<file path="src/inc/status_bank_pkg.sv">
/*
 * Constants shared by the alarm and general status bank: register offsets,
 * field positions, reset values, filter count and temperature limits.
 * Assumes 12-bit converter codes and a 12-bit two's complement temperature
 * reading at 0.125 degC per code.
 */
package status_bank_pkg;
   localparam logic [7:0]  CHANNEL_ALARM_STATUS_ADDR = 8'h70;
   localparam logic [7:0]  TEMP_PIN_ALARM_STATUS_ADDR = 8'h71;
   localparam logic [7:0]  GENERAL_STATUS_ADDR       = 8'h72;
   localparam logic [7:0]  IRQ_MASK_ADDR             = 8'h74;
   localparam logic [7:0]  IRQ_STATUS_ADDR           = 8'h75;
   localparam logic [7:0]  CHANNEL_ALARM_RESET       = 8'h00;
   localparam logic [7:0]  TEMP_PIN_ALARM_RESET      = 8'h00;
   localparam logic [7:0]  GENERAL_STATUS_RESET      = 8'h0c;
   localparam int          NUM_CHANNELS              = 5;
   localparam int          EXT_ALARM_BIT             = 3;
   localparam int          OVERTEMP_BIT              = 2;
   localparam int          TEMP_HIGH_BIT             = 1;
   localparam int          TEMP_LOW_BIT              = 0;
   localparam int          IDLE_BIT                  = 3;
   localparam int          RESERVED_ONE_BIT          = 2;
   localparam int          SUMMARY_BIT               = 1;
   localparam int          AVAILABLE_BIT             = 0;
   localparam logic [3:0]  CONSEC_COUNT_DEFAULT      = 4'h4;
   localparam int          TEMP_CODES_PER_DEGC       = 8;
   localparam int          OVERTEMP_TRIP_DEGC        = 150;
   localparam int          OVERTEMP_HYST_DEGC        = 8;
   localparam logic signed [11:0] OVERTEMP_TRIP_CODE =
      12'(OVERTEMP_TRIP_DEGC * TEMP_CODES_PER_DEGC);
   localparam logic signed [11:0] OVERTEMP_RELEASE_CODE =
      12'((OVERTEMP_TRIP_DEGC - OVERTEMP_HYST_DEGC) * TEMP_CODES_PER_DEGC);
   localparam logic [3:0]  IRQ_MASK_RESET            = 4'h0;
endpackage : status_bank_pkg

</file>
<file path="src/hw/status_bank.sv">
/*
 * Alarm and general status bank of a monitor-and-control device.
 * Assumes the converter sequencer gives one-cycle result strobes with
 * codes and window limits, and a one-cycle strobe per conversion round.
 * Pins from outside the clock domain pass two flip-flops first.
 */
// The address-and-strobe port was left to the implementer.
`timescale 1ns/1ns
// Contract
// - Status-0 bits 4..0 flag channels 20..16 outside their threshold window.
// - Reserved bits read constant: status-0 7..5 and status-1 7..4 zero, general bit2 one.
// - Status-1 bit 3 sets when external alarm pin is enabled and high.
// - Status-1 bit 2 sets when die temperature is at or above 150 degC.
// - Thermal flag stays zero while the temperature sensor is disabled.
// - Thermal condition releases only 8 degC below trip level.
// - Status-1 bit 1 sets when local temperature exceeds upper threshold.
// - Status-1 bit 0 sets when local temperature falls below lower threshold.
// - General bits 7..4 show range detectors for groups D, C, B, A.
// - Auto mode: idle reads one, zero once triggered, until converter stops.
// - Direct mode: idle clears at trigger, returns to one when set completes.
// - General bit 1 is OR of alarm flags, held until status read.
// - Reading the status register clears the global alarm summary bit.
// - Direct mode: data-available sets when conversions finish, zero while running.
// - Data-available stays cleared in auto mode.
// - Alarm flag sets only after N consecutive out-of-range conversions; here the external-pin and over-temperature flags set unfiltered.
// - Alarm flags are sticky until read after cause resolves, or reset.
// - Read clears all flags of a register; persistent violations reassert next round.
module status_bank
   import status_bank_pkg::*;
(
   input  wire logic               clk_sys,
   input  wire logic               rst,
   input  wire logic [7:0]         reg_addr,
   input  wire logic [7:0]         reg_wdata,
   input  wire logic               reg_write,
   input  wire logic               reg_read,
   output logic      [7:0]         reg_rdata,
   input  wire logic [3:0]         consec_count,
   input  wire logic [NUM_CHANNELS-1:0] chan_result_valid,
   input  wire logic [11:0]        chan_result [NUM_CHANNELS],
   input  wire logic [11:0]        chan_upper [NUM_CHANNELS],
   input  wire logic [11:0]        chan_lower [NUM_CHANNELS],
   input  wire logic               temp_result_valid,
   input  wire logic signed [11:0] temp_result,
   input  wire logic signed [11:0] temp_upper,
   input  wire logic signed [11:0] temp_lower,
   input  wire logic               temp_sensor_enable,
   input  wire logic               external_alarm_input_pin,
   input  wire logic               external_alarm_enable,
   input  wire logic               group_d_range_detect,
   input  wire logic               group_c_range_detect,
   input  wire logic               group_b_range_detect,
   input  wire logic               group_a_range_detect,
   input  wire logic               direct_mode,
   input  wire logic               conv_trigger,
   input  wire logic               conv_stop,
   input  wire logic               direct_set_done,
   output logic                    irq
);

   // The spare state code falls back to idle through the default branch.
   typedef enum logic [1:0] {
      CONV_IDLE    = 2'b00,
      CONV_AUTO    = 2'b01,
      CONV_DIRECT  = 2'b10
   } conv_state_type;

   // Filtered flag inputs: 0..4 channels, 5 high, 6 low temperature.
   localparam int NUM_FILTERED = NUM_CHANNELS + 2;

   logic [NUM_FILTERED-1:0] filt_valid;
   logic [NUM_FILTERED-1:0] filt_out;
   logic [NUM_FILTERED-1:0] filt_hit;
   logic [3:0]              filt_cnt_reg [NUM_FILTERED];
   logic [4:0]              chan_flag_reg;
   logic [3:0]              temp_flag_reg;
   logic                    summary_reg;
   logic                    available_reg;
   logic                    overtemp_cond_reg;
   logic [1:0]              ext_pin_sync_reg;
   logic [1:0]              ext_en_sync_reg;
   logic [3:0]              range_sync0_reg;
   logic [3:0]              range_sync1_reg;
   logic [3:0]              irq_mask_reg;
   logic [3:0]              irq_status_reg;
   logic [3:0]              irq_event;
   conv_state_type          conv_state_reg;
   logic                    read_chan;
   logic                    read_temp;
   logic                    read_general;
   logic [3:0]              consec_eff;
   logic [4:0]              chan_prev_reg;
   logic [3:0]              temp_prev_reg;
   logic                    ext_alarm_live;
   logic                    overtemp_live;
   logic                    any_new_alarm;
   logic                    idle_flag;
   logic [7:0]              general_word;

   // The read strobe lasts one cycle, so each host read clears a register's
   // flags exactly once.
   assign read_chan    = reg_read && (reg_addr == CHANNEL_ALARM_STATUS_ADDR);
   assign read_temp    = reg_read && (reg_addr == TEMP_PIN_ALARM_STATUS_ADDR);
   assign read_general = reg_read && (reg_addr == GENERAL_STATUS_ADDR);
   // A count of zero would never trip, so it behaves like one.
   assign consec_eff = (consec_count == 4'h0) ? 4'h1 : consec_count;

   // The pin alarm is taken only after both the pin and its enable have passed
   // the synchronisers, so a pulse shorter than one clock may go unnoticed.
   assign ext_alarm_live = ext_pin_sync_reg[1] && ext_en_sync_reg[1];

   // A disabled sensor must never raise the thermal alarm, even while the
   // condition register still holds a trip from before it was switched off.
   assign overtemp_live = overtemp_cond_reg && temp_sensor_enable;

   // Any source that sets a sticky flag in this cycle also sets the summary.
   assign any_new_alarm = (|filt_hit) || ext_alarm_live || overtemp_live;

   assign idle_flag = (conv_state_reg == CONV_IDLE);

   // The reserved bit is tied high, so the word reads 0x0c straight after reset.
   assign general_word = {range_sync1_reg,
                          idle_flag,
                          1'b1,
                          summary_reg,
                          available_reg};

   always_comb begin
      for (int i = 0; i < NUM_CHANNELS; i++) begin
         filt_valid[i] = chan_result_valid[i];
         filt_out[i]   = (chan_result[i] > chan_upper[i]) ||
                         (chan_result[i] < chan_lower[i]);
      end
      // Temperature limits compare as signed codes, channel limits as unsigned.
      filt_valid[NUM_CHANNELS]   = temp_result_valid && temp_sensor_enable;
      filt_out[NUM_CHANNELS]     = temp_result > temp_upper;
      filt_valid[NUM_CHANNELS+1] = temp_result_valid && temp_sensor_enable;
      filt_out[NUM_CHANNELS+1]   = temp_result < temp_lower;
   end

   // Consecutive out-of-range counter per input; any in-range result restarts it.
   // The count stops at N, so it never wraps however long a fault lasts.
   always_ff @(posedge clk_sys) begin
      for (int i = 0; i < NUM_FILTERED; i++) begin
         if (rst) begin
            filt_cnt_reg[i] <= 4'h0;
         end else if (filt_valid[i]) begin
            if (!filt_out[i]) begin
               filt_cnt_reg[i] <= 4'h0;
            end else if (filt_cnt_reg[i] < consec_eff) begin
               filt_cnt_reg[i] <= filt_cnt_reg[i] + 4'h1;
            end
         end
      end
   end

   always_comb begin
      for (int i = 0; i < NUM_FILTERED; i++) begin
         // The count is held against N-1 so that the Nth consecutive result sets
         // the flag itself; a lasting violation keeps re-arming its flag after reads.
         filt_hit[i] = filt_valid[i] && filt_out[i] &&
                       (filt_cnt_reg[i] >= (consec_eff - 4'h1));
      end
   end

   // The pin, its enable and the range detectors are slow outside levels; two
   // stages keep metastability away from the flags.
   always_ff @(posedge clk_sys) begin
      if (rst) begin
         ext_pin_sync_reg <= 2'b00;
         ext_en_sync_reg  <= 2'b00;
         range_sync0_reg  <= 4'h0;
         range_sync1_reg  <= 4'h0;
      end else begin
         ext_pin_sync_reg <= {ext_pin_sync_reg[0], external_alarm_input_pin};
         ext_en_sync_reg  <= {ext_en_sync_reg[0], external_alarm_enable};
         range_sync0_reg  <= {group_d_range_detect, group_c_range_detect,
                              group_b_range_detect, group_a_range_detect};
         range_sync1_reg  <= range_sync0_reg;
      end
   end

   // Over-temperature condition with hysteresis, cleared while the sensor is off.
   always_ff @(posedge clk_sys) begin
      if (rst) begin
         overtemp_cond_reg <= 1'b0;
      end else if (!temp_sensor_enable) begin
         overtemp_cond_reg <= 1'b0;
      end else if (temp_result_valid) begin
         if (temp_result >= OVERTEMP_TRIP_CODE) begin
            overtemp_cond_reg <= 1'b1;
         end else if (temp_result <= OVERTEMP_RELEASE_CODE) begin
            overtemp_cond_reg <= 1'b0;
         end
      end
   end

   // Sticky flags: a read clears, but a new hit in the same cycle wins.
   always_ff @(posedge clk_sys) begin
      if (rst) begin
         chan_flag_reg <= CHANNEL_ALARM_RESET[4:0];
      end else begin
         chan_flag_reg <= (read_chan ? 5'h00 : chan_flag_reg) |
                          filt_hit[NUM_CHANNELS-1:0];
      end
   end

   // The thermal bit has no filter of its own: the hysteresis on its condition
   // already keeps it from chattering.
   always_ff @(posedge clk_sys) begin
      if (rst) begin
         temp_flag_reg <= TEMP_PIN_ALARM_RESET[3:0];
      end else begin
         temp_flag_reg[EXT_ALARM_BIT] <= (temp_flag_reg[EXT_ALARM_BIT] && !read_temp) ||
            ext_alarm_live;
         temp_flag_reg[OVERTEMP_BIT] <= temp_sensor_enable &&
            ((temp_flag_reg[OVERTEMP_BIT] && !read_temp) ||
             overtemp_cond_reg);
         temp_flag_reg[TEMP_HIGH_BIT] <= (temp_flag_reg[TEMP_HIGH_BIT] && !read_temp) ||
            filt_hit[NUM_CHANNELS];
         temp_flag_reg[TEMP_LOW_BIT] <= (temp_flag_reg[TEMP_LOW_BIT] && !read_temp) ||
            filt_hit[NUM_CHANNELS+1];
      end
   end

   // Summary holds until the general status is read; a live flag re-arms it.
   always_ff @(posedge clk_sys) begin
      if (rst) begin
         summary_reg <= GENERAL_STATUS_RESET[SUMMARY_BIT];
      end else if (any_new_alarm) begin
         summary_reg <= 1'b1;
      end else if (read_general) begin
         summary_reg <= 1'b0;
      end else if ((|chan_flag_reg) || (|temp_flag_reg)) begin
         summary_reg <= 1'b1;
      end
   end

   // A trigger while converting is ignored, and each mode leaves only by its
   // own exit: changing direct_mode in mid-run does not end a conversion.
   // A stop in direct mode abandons the set, so no results are marked fresh.
   always_ff @(posedge clk_sys) begin
      if (rst) begin
         conv_state_reg <= CONV_IDLE;
      end else begin
         case (conv_state_reg)
            CONV_IDLE: begin
               if (conv_trigger) begin
                  conv_state_reg <= direct_mode ? CONV_DIRECT : CONV_AUTO;
               end
            end
            CONV_AUTO: begin
               if (conv_stop) begin
                  conv_state_reg <= CONV_IDLE;
               end
            end
            CONV_DIRECT: begin
               if (direct_set_done || conv_stop) begin
                  conv_state_reg <= CONV_IDLE;
               end
            end
            default: begin
               conv_state_reg <= CONV_IDLE;
            end
         endcase
      end
   end

   // Fresh-data flag: only direct mode can set it, and a new trigger withdraws
   // it until that set completes.
   always_ff @(posedge clk_sys) begin
      if (rst) begin
         available_reg <= GENERAL_STATUS_RESET[AVAILABLE_BIT];
      end else if (!direct_mode || conv_state_reg == CONV_AUTO) begin
         available_reg <= 1'b0;
      end else if (conv_state_reg == CONV_DIRECT && direct_set_done) begin
         available_reg <= 1'b1;
      end else if (conv_trigger || conv_state_reg == CONV_DIRECT) begin
         available_reg <= 1'b0;
      end
   end

   // Interrupt events fire on each rising sticky flag.
   always_ff @(posedge clk_sys) begin
      if (rst) begin
         chan_prev_reg <= 5'h00;
         temp_prev_reg <= 4'h0;
      end else begin
         chan_prev_reg <= chan_flag_reg;
         temp_prev_reg <= temp_flag_reg;
      end
   end

   assign irq_event[0] = |(chan_flag_reg & ~chan_prev_reg);
   assign irq_event[1] = |(temp_flag_reg & ~temp_prev_reg);
   assign irq_event[2] = (conv_state_reg == CONV_DIRECT) && direct_set_done;
   assign irq_event[3] = (conv_state_reg == CONV_AUTO) && conv_stop;

   always_ff @(posedge clk_sys) begin
      if (rst) begin
         irq_mask_reg <= IRQ_MASK_RESET;
      end else if (reg_write && reg_addr == IRQ_MASK_ADDR) begin
         irq_mask_reg <= reg_wdata[3:0];
      end
   end

   // Write-one-to-clear; an event in the same cycle as the clear still lands,
   // so software never loses a completion that races its own acknowledge.
   always_ff @(posedge clk_sys) begin
      if (rst) begin
         irq_status_reg <= 4'h0;
      end else if (reg_write && reg_addr == IRQ_STATUS_ADDR) begin
         irq_status_reg <= (irq_status_reg & ~reg_wdata[3:0]) | irq_event;
      end else begin
         irq_status_reg <= irq_status_reg | irq_event;
      end
   end

   // The event term is included here so the line rises one cycle after the
   // event rather than two.
   always_ff @(posedge clk_sys) begin
      if (rst) begin
         irq <= 1'b0;
      end else begin
         irq <= |((irq_status_reg | irq_event) & irq_mask_reg);
      end
   end

   // Read data stands only in the cycle after the strobe; unmapped reads zero.
   // The address is decoded in full, so aliases of the status registers read zero.
   always_ff @(posedge clk_sys) begin
      if (rst || !reg_read) begin
         reg_rdata <= 8'h00;
      end else begin
         case (reg_addr)
            CHANNEL_ALARM_STATUS_ADDR:  reg_rdata <= {3'b000, chan_flag_reg};
            TEMP_PIN_ALARM_STATUS_ADDR: reg_rdata <= {4'h0, temp_flag_reg};
            GENERAL_STATUS_ADDR:        reg_rdata <= general_word;
            IRQ_MASK_ADDR:              reg_rdata <= {4'h0, irq_mask_reg};
            IRQ_STATUS_ADDR:            reg_rdata <= {4'h0, irq_status_reg};
            default:                    reg_rdata <= 8'h00;
         endcase
      end
   end

endmodule : status_bank

</file>
<file path="config.mk">
export PLATFORM = sky130hd
export DESIGN_NAME = status_bank
export DESIGN_NICKNAME = d
export VERILOG_FILES = /design/src/inc/status_bank_pkg.sv /design/src/hw/status_bank.sv
export SDC_FILE = /design/constraint.sdc
export NUM_CORES = 1
export LEC_CHECK = 0
export BUFFER_PORTS_ARGS = -buffer_cell sky130_fd_sc_hd__buf_4
export CAP_MARGIN = 20
export CORE_UTILIZATION = 50
export DETAILED_ROUTE_END_ITERATION = 8
export PLACE_DENSITY = 0.79
export SLEW_MARGIN = 10
export SYNTH_ARGS = -nofsm -noshare
export SYNTH_HDL_FRONTEND = slang
export SYNTH_SLANG_ARGS = --single-unit
</file>
<file path="constraint.sdc">
create_clock -name clk_sys -period 3.6 [get_ports clk_sys]
set_clock_uncertainty 0.2 [all_clocks]
set_input_delay 0.36 -clock clk_sys [delete_from_list [all_inputs] [get_ports clk_sys]]
set_output_delay 0.36 -clock clk_sys [all_outputs]
set_load 0.02 [all_outputs]
</file>
### Yosys cells after proc, flatten, opt, wreduce, memory -nomap -nowiden

Memory sizes are Yosys's and may differ from the RTL's.
Cells that the tools add are included.

| cells by class | value |
|---|---|
| $add $sub $neg | 8 |
| order comparisons | 28 |
| eq/ne operators | 10 |
| muxes and demuxes | 95 |
| bitwise gates (word level) | 25 |
| reduce and logical (&&, ||, !) cells | 63 |

Operators by type and width:

| kind | count |
|---|---|
| $gt 12x12->1 | 6 |
| $lt 12x12->1 | 6 |
| $mux 1 | 72 |
| $mux 4 | 16 |
| $eq 8x7->1 const B | 5 |
| $pmux 8 s5 | 1 |
| $logic_and 1x1->1 | 29 |
| $add 4x1->4 const B | 7 |
| $ge 4x4->1 | 7 |
| $lt 4x4->1 | 7 |
| $logic_or 1x1->1 | 16 |
| $or 1x1->1 | 14 |
| $and 4x4->4 | 3 |
| $ge 12x12->1 const B | 1 |
| $le 12x12->1 const B | 1 |
| $reduce_or 4->1 | 3 |
| $reduce_or 5->1 | 2 |
| $mux 2 | 4 |
| $not 4->4 | 2 |
| $or 4x4->4 | 2 |
| $reduce_or 7->1 | 1 |
| $ne 2x2->1 const B | 3 |
| $pmux 2 s3 | 1 |
| $and 5x5->5 | 1 |
| other kinds (15) | 19 |

| storage, ports and cells | value |
|---|---|
| register bits after elaboration | 52 |
| RAM bits | 28 |
| input port bits | 257 |
| output and inout bits | 9 |
| word-level logic and storage cells | 246 |
| memories kept | 1 |

Memories:

| name | depth | width | read ports | clocked after memory_dff | write ports | line | RTL |
|---|---|---|---|---|---|---|---|
| filt_cnt_reg | 7 | 4 | 7 | 0 | 7 | status_bank.sv:74 | `logic [3:0] filt_cnt_reg [NUM_FILTERED];` |

### Depth between registers and ports, before layout

| depth | value |
|---|---|
| word-level depth | 9 |
| gate-level depth with buffers | 12 |

### Least setup slack after synthesis

OpenSTA, ideal clock, no wires.

| path | value |
|---|---|
| path type | in2reg |
| start point | input port consec_count[1] |
| end point | register summary_reg |
| library setup time | 0.140 ns |
| arrival | 2.734 ns |
| required time | 3.260 ns |
| slack | 0.527 ns |
| cell stages on the path | 11 |
| buffers on the path | 0 |
| path through | nor3_1 or2_2 inv_1 ha_1 ha_1 a221oi_2 nor2_1 maj3_2 and2_4 a2111oi_4 a41oi_1 |

| between the ends | value |
|---|---|
| longest elaborated chain between the ends | 9 |
| elaborated cells on any way between the ends | 22 |
| classes of those cells | 1 x add/sub; 7 x order compare; 2 x mux; 12 x reduce/logical |

Ends and longest elaborated chain:

| element | line | RTL |
|---|---|---|
| start: declaration | status_bank.sv:38 | `input wire logic [3:0] consec_count,` |
| $logic_not 4->1 | status_bank.sv:106 | `assign consec_eff = (consec_count == 4'h0) ? 4'h1 : consec_count;` |
| $mux 4 (*) | status_bank.sv:106 |  |
| $sub 4x1->4 (*) | status_bank.sv:162 | `(filt_cnt_reg[i] >= (consec_eff - 4'h1));` |
| $ge 4x4->1 | status_bank.sv:162 |  |
| $logic_and 1x1->1 | status_bank.sv:161 | `filt_hit[i] = filt_valid[i] && filt_out[i] &&` |
| $reduce_or 7->1 (*) | status_bank.sv:117 | `assign any_new_alarm = (\|filt_hit) \|\| ext_alarm_live \|\| overtemp_live;` |
| $logic_or 1x1->1 (*) (2 in series) | status_bank.sv:117 |  |
| $reduce_bool 3->1 (no source line) or $mux 1 (tied branches) | - |  |
| end signal: assignment | status_bank.sv:229 | `summary_reg <= GENERAL_STATUS_RESET[SUMMARY_BIT];` |
| end: declaration | status_bank.sv:77 | `logic summary_reg;` |

Mark *: on every way between the ends. The rest lies on a longest branch, timed or not.
A chain may end at the register's enable or synchronous reset.

### Worst setup path in the final report

Ends and elaborated chain as after synthesis.

==> results.cfg <==
[run_status]
outcome = finished clean

[place]
dpl-instance-area_um2 = 10090
dp_hpwl_um = 15850
io_buffers = 261
place_congestion = 0.8307

[global_routing]
grt_pass1_vias = 7443
grt_overflow = 0
grt_use_total_pct = 23.80
antenna_found_initial = 0
grt_max_degree = 50
grt_pass1_wl_um = 31860

[logic_synthesis]
synth_cell_types = 64
synth_edf_count = 28
synth_compound_area_share_pct = 16.89
ys.flop_type = dfxtp_1
postSynthCellCount = 936
synth.area.mux_share_pct = 1.491
yosys.area_share.adder_pct = 30.98
synth.cell_area_um2 = 7889
synth_top_area_share_pct = 29.82
syn_nets = 1381
async_flop_share_pct = 0
yosysWarnings = 0
synth_top_family_by_area = adder cells
synthSimpleGateAreaFrac_pct = 15.91
seq_area_frac_synth_pct = 23.85
synth_xor_area_share_pct = 1.872
syn_avg_cell_area_um2 = 8.428
yosys.area.top_type = ha_1
ys_ff_latch = 80
synth.area.top_cells = ha_1, dfxtp_1, edfxtp_1

[floorplan]
die_x_um = 127.6
die_height_um = 127.6
core_um2 = 15310
rows = 45
die_area_um2 = 16280
initial_core_util_pct = 51.51
ioPinCount = 266

[worst_setup_path]
worst-path-buf-inv = 2
endpoint_kind = flip-flop
crit_path_frequent_cell = ha_1
required_ns = 3.59
crit_start = consec_count[1]
critical_path_arrival_ns = 3.08
cpMaxStageDelayCell = ha_1
cp_slowest_stage_delay_ns = 0.44
path_cells = buf_4 -> nor3_1 -> or2_2 -> inv_1 -> ha_1 -> ha_1 -> a21o_1 -> maj3_1 -> o21ai_0 -> a221oi_1 -> a2111oi_4 -> a41oi_1
critPathMaxFanout = 8
regToRegStartpoint = filt_cnt_reg[3][0]
cp_top_family = adder cells
timing_worst_setup_path_type = primary input to flip-flop
start_kind = primary input

[timing]
fin_crit_sh_pct = 85.75
slew_headroom_pct = 43.24
rsz0062_at_grt = no
period_minus_slack_ns = 3.087
slew_viol_final = 0
hold_ws_ns = 0.03175
worst_pin_slew_ns = 0.8399
finalSetupViolCount = 0
hold_violations = 0
fin_tns_setup_ns = 0
max_freq_mhz = 323.9

[power]
peakVddDrop_mv = 0.2290
cellPowerDensity_nw_per_um2 = 276.9
p_leak_uw = 0.005540

[cells_and_area]
finalInstanceArea_um2 = 10380
drive_above_1_share_pct = 24.69
final_common_cell = buf_4
antenna_cells = 0
area_growth_pct = 31.55
largest_reg_flops = 28
layout_common_cells = buf_4, ha_1, inv_1
fin_nets = 1647
fin_util_pct = 67.76

[cts]
cts_buffer_depth = 2
ctsHoldBuffers = 0
clock_sinks = 80
clk_latency_ns = 0.34
post_cts_resized = 0
clkSlewWorstSetupHoldPaths_ns = 0.06
cts_tree = done
cts_setup_buffers = 0
numCtsBuffers = 9
htree_levels = 3
cts-root-buf = clkbuf_16

[drt]
ant_nets = 0
drc_errors = 0
totalWireLength_um = 18770
vias = 7466
drt-initial-drc-count = 340
drt_first_pass_iters = 5
post_drt_wl_per_cell_um = 13.24
avgViaCountPerCell = 5.265

[worst_hold_path]
hp-start = group_d_range_detect
worst_hold_path_type = primary input to flip-flop

[flow_run]
maxCapViolCount = 0
[metrics by stage]
| stage | setup slack [ns] | total power (uW) | std cells |
|---|---|---|---|
| 2_1_floorplan | 0.5266 | 1616 | 936 |
| 5_1_grt | 0.3028 | 3071 | 1418 |
| 4_1_cts | 0.5331 | 2894 | 1418 |
| 3_3_place_gp | 0.3146 | 1973 | 1402 |
| 3_5_place_dp | 0.2071 | 2010 | 1402 |
| 6_report | 0.5129 | 2873 | 1418 |
[area by class of cell]
type | count | area [um^2]
Clock buffer | 10 | 239.0
Clock inverter | 6 | 50.05
Fill cell | 1301 | 4937
Inverter | 175 | 656.9
Multi-Input combinational cell | 671 | 5296
Sequential cell | 80 | 1882
Tap cell | 211 | 264.0
Timing Repair Buffer | 265 | 1989
[synthesized netlist by cell type (all sizes together) (2+ instances only)]
library cell and instances:
a2111oi 4, a211o 2, a211oi 14, a21boi 3, a21o 34, a21oi 55, a221oi 2, a22oi 6
a31oi 3, a32o 2, a32oi 2, a41oi 3, and3 2, clkbuf 8, dfxtp 52, edfxtp 28
ha 188, inv 175, maj3 9, mux2 6, mux2i 5, nand2 44, nand2b 9, nand3 16
nand3b 2, nand4 30, nor2 71, nor2b 41, nor3 11, nor3b 2, nor4 4, o2111ai 2
o211ai 7, o21a 8, o21ai 42, o221ai 2, o31ai 3, or2 2, or3 2, or4 4
xnor2 9, xor2 7
[worst register-to-register path, cell delays in order, from the launching register on]
cell and delay [ns]:
edfxtp_1 0.40, inv_1 0.09, ha_1 0.28, nand2_1 0.05, a21o_1 0.18, maj3_1 0.35, o21ai_0 0.10, a221oi_1 0.19
a2111oi_4 0.37, a41oi_1 0.14
[path summary, 6_finish.rpt]
path         depth (start not counted)  slack [ns]                  to
max                                 12        0.51         summary_reg
min                                  2        0.03  range_sync0_reg[3]
max reg2reg                          9        1.12         summary_reg
min reg2reg                          2        0.21        reg_rdata[6]
[per-layer routing]
| metal | up-vias | GRT usage [%] | wire [um] |
|---|---|---|---|
| met4 | 0 | 6.505 | 279 |
| met2 | 235 | 44.13 | 9338 |
| met5 | - | 0 | 0 |
| met3 | 28 | 4.732 | 1139 |
| li1 | 3811 | - | - |
| met1 | 3392 | 27.69 | 8014 |
[cells by family (layout without fill, tap and decap cells)]
group / Yosys count / count (layout)
AND/OR/NAND/NOR: 246 / 246
buffers and inverters: 185 / 456
multiplexers: 11 / 11
XOR/XNOR: 16 / 16
flip-flops: 80 / 80
AO/OA/AOI/OAI: 201 / 201
adder cells (fa/ha/maj): 197 / 197
[power breakdown]
part,internal [uW],switching [uW]
Combinational,499,434
Clock,496,383
Sequential,1000,59.7
Total,2000,877
(Power assumes the default switching activity.)
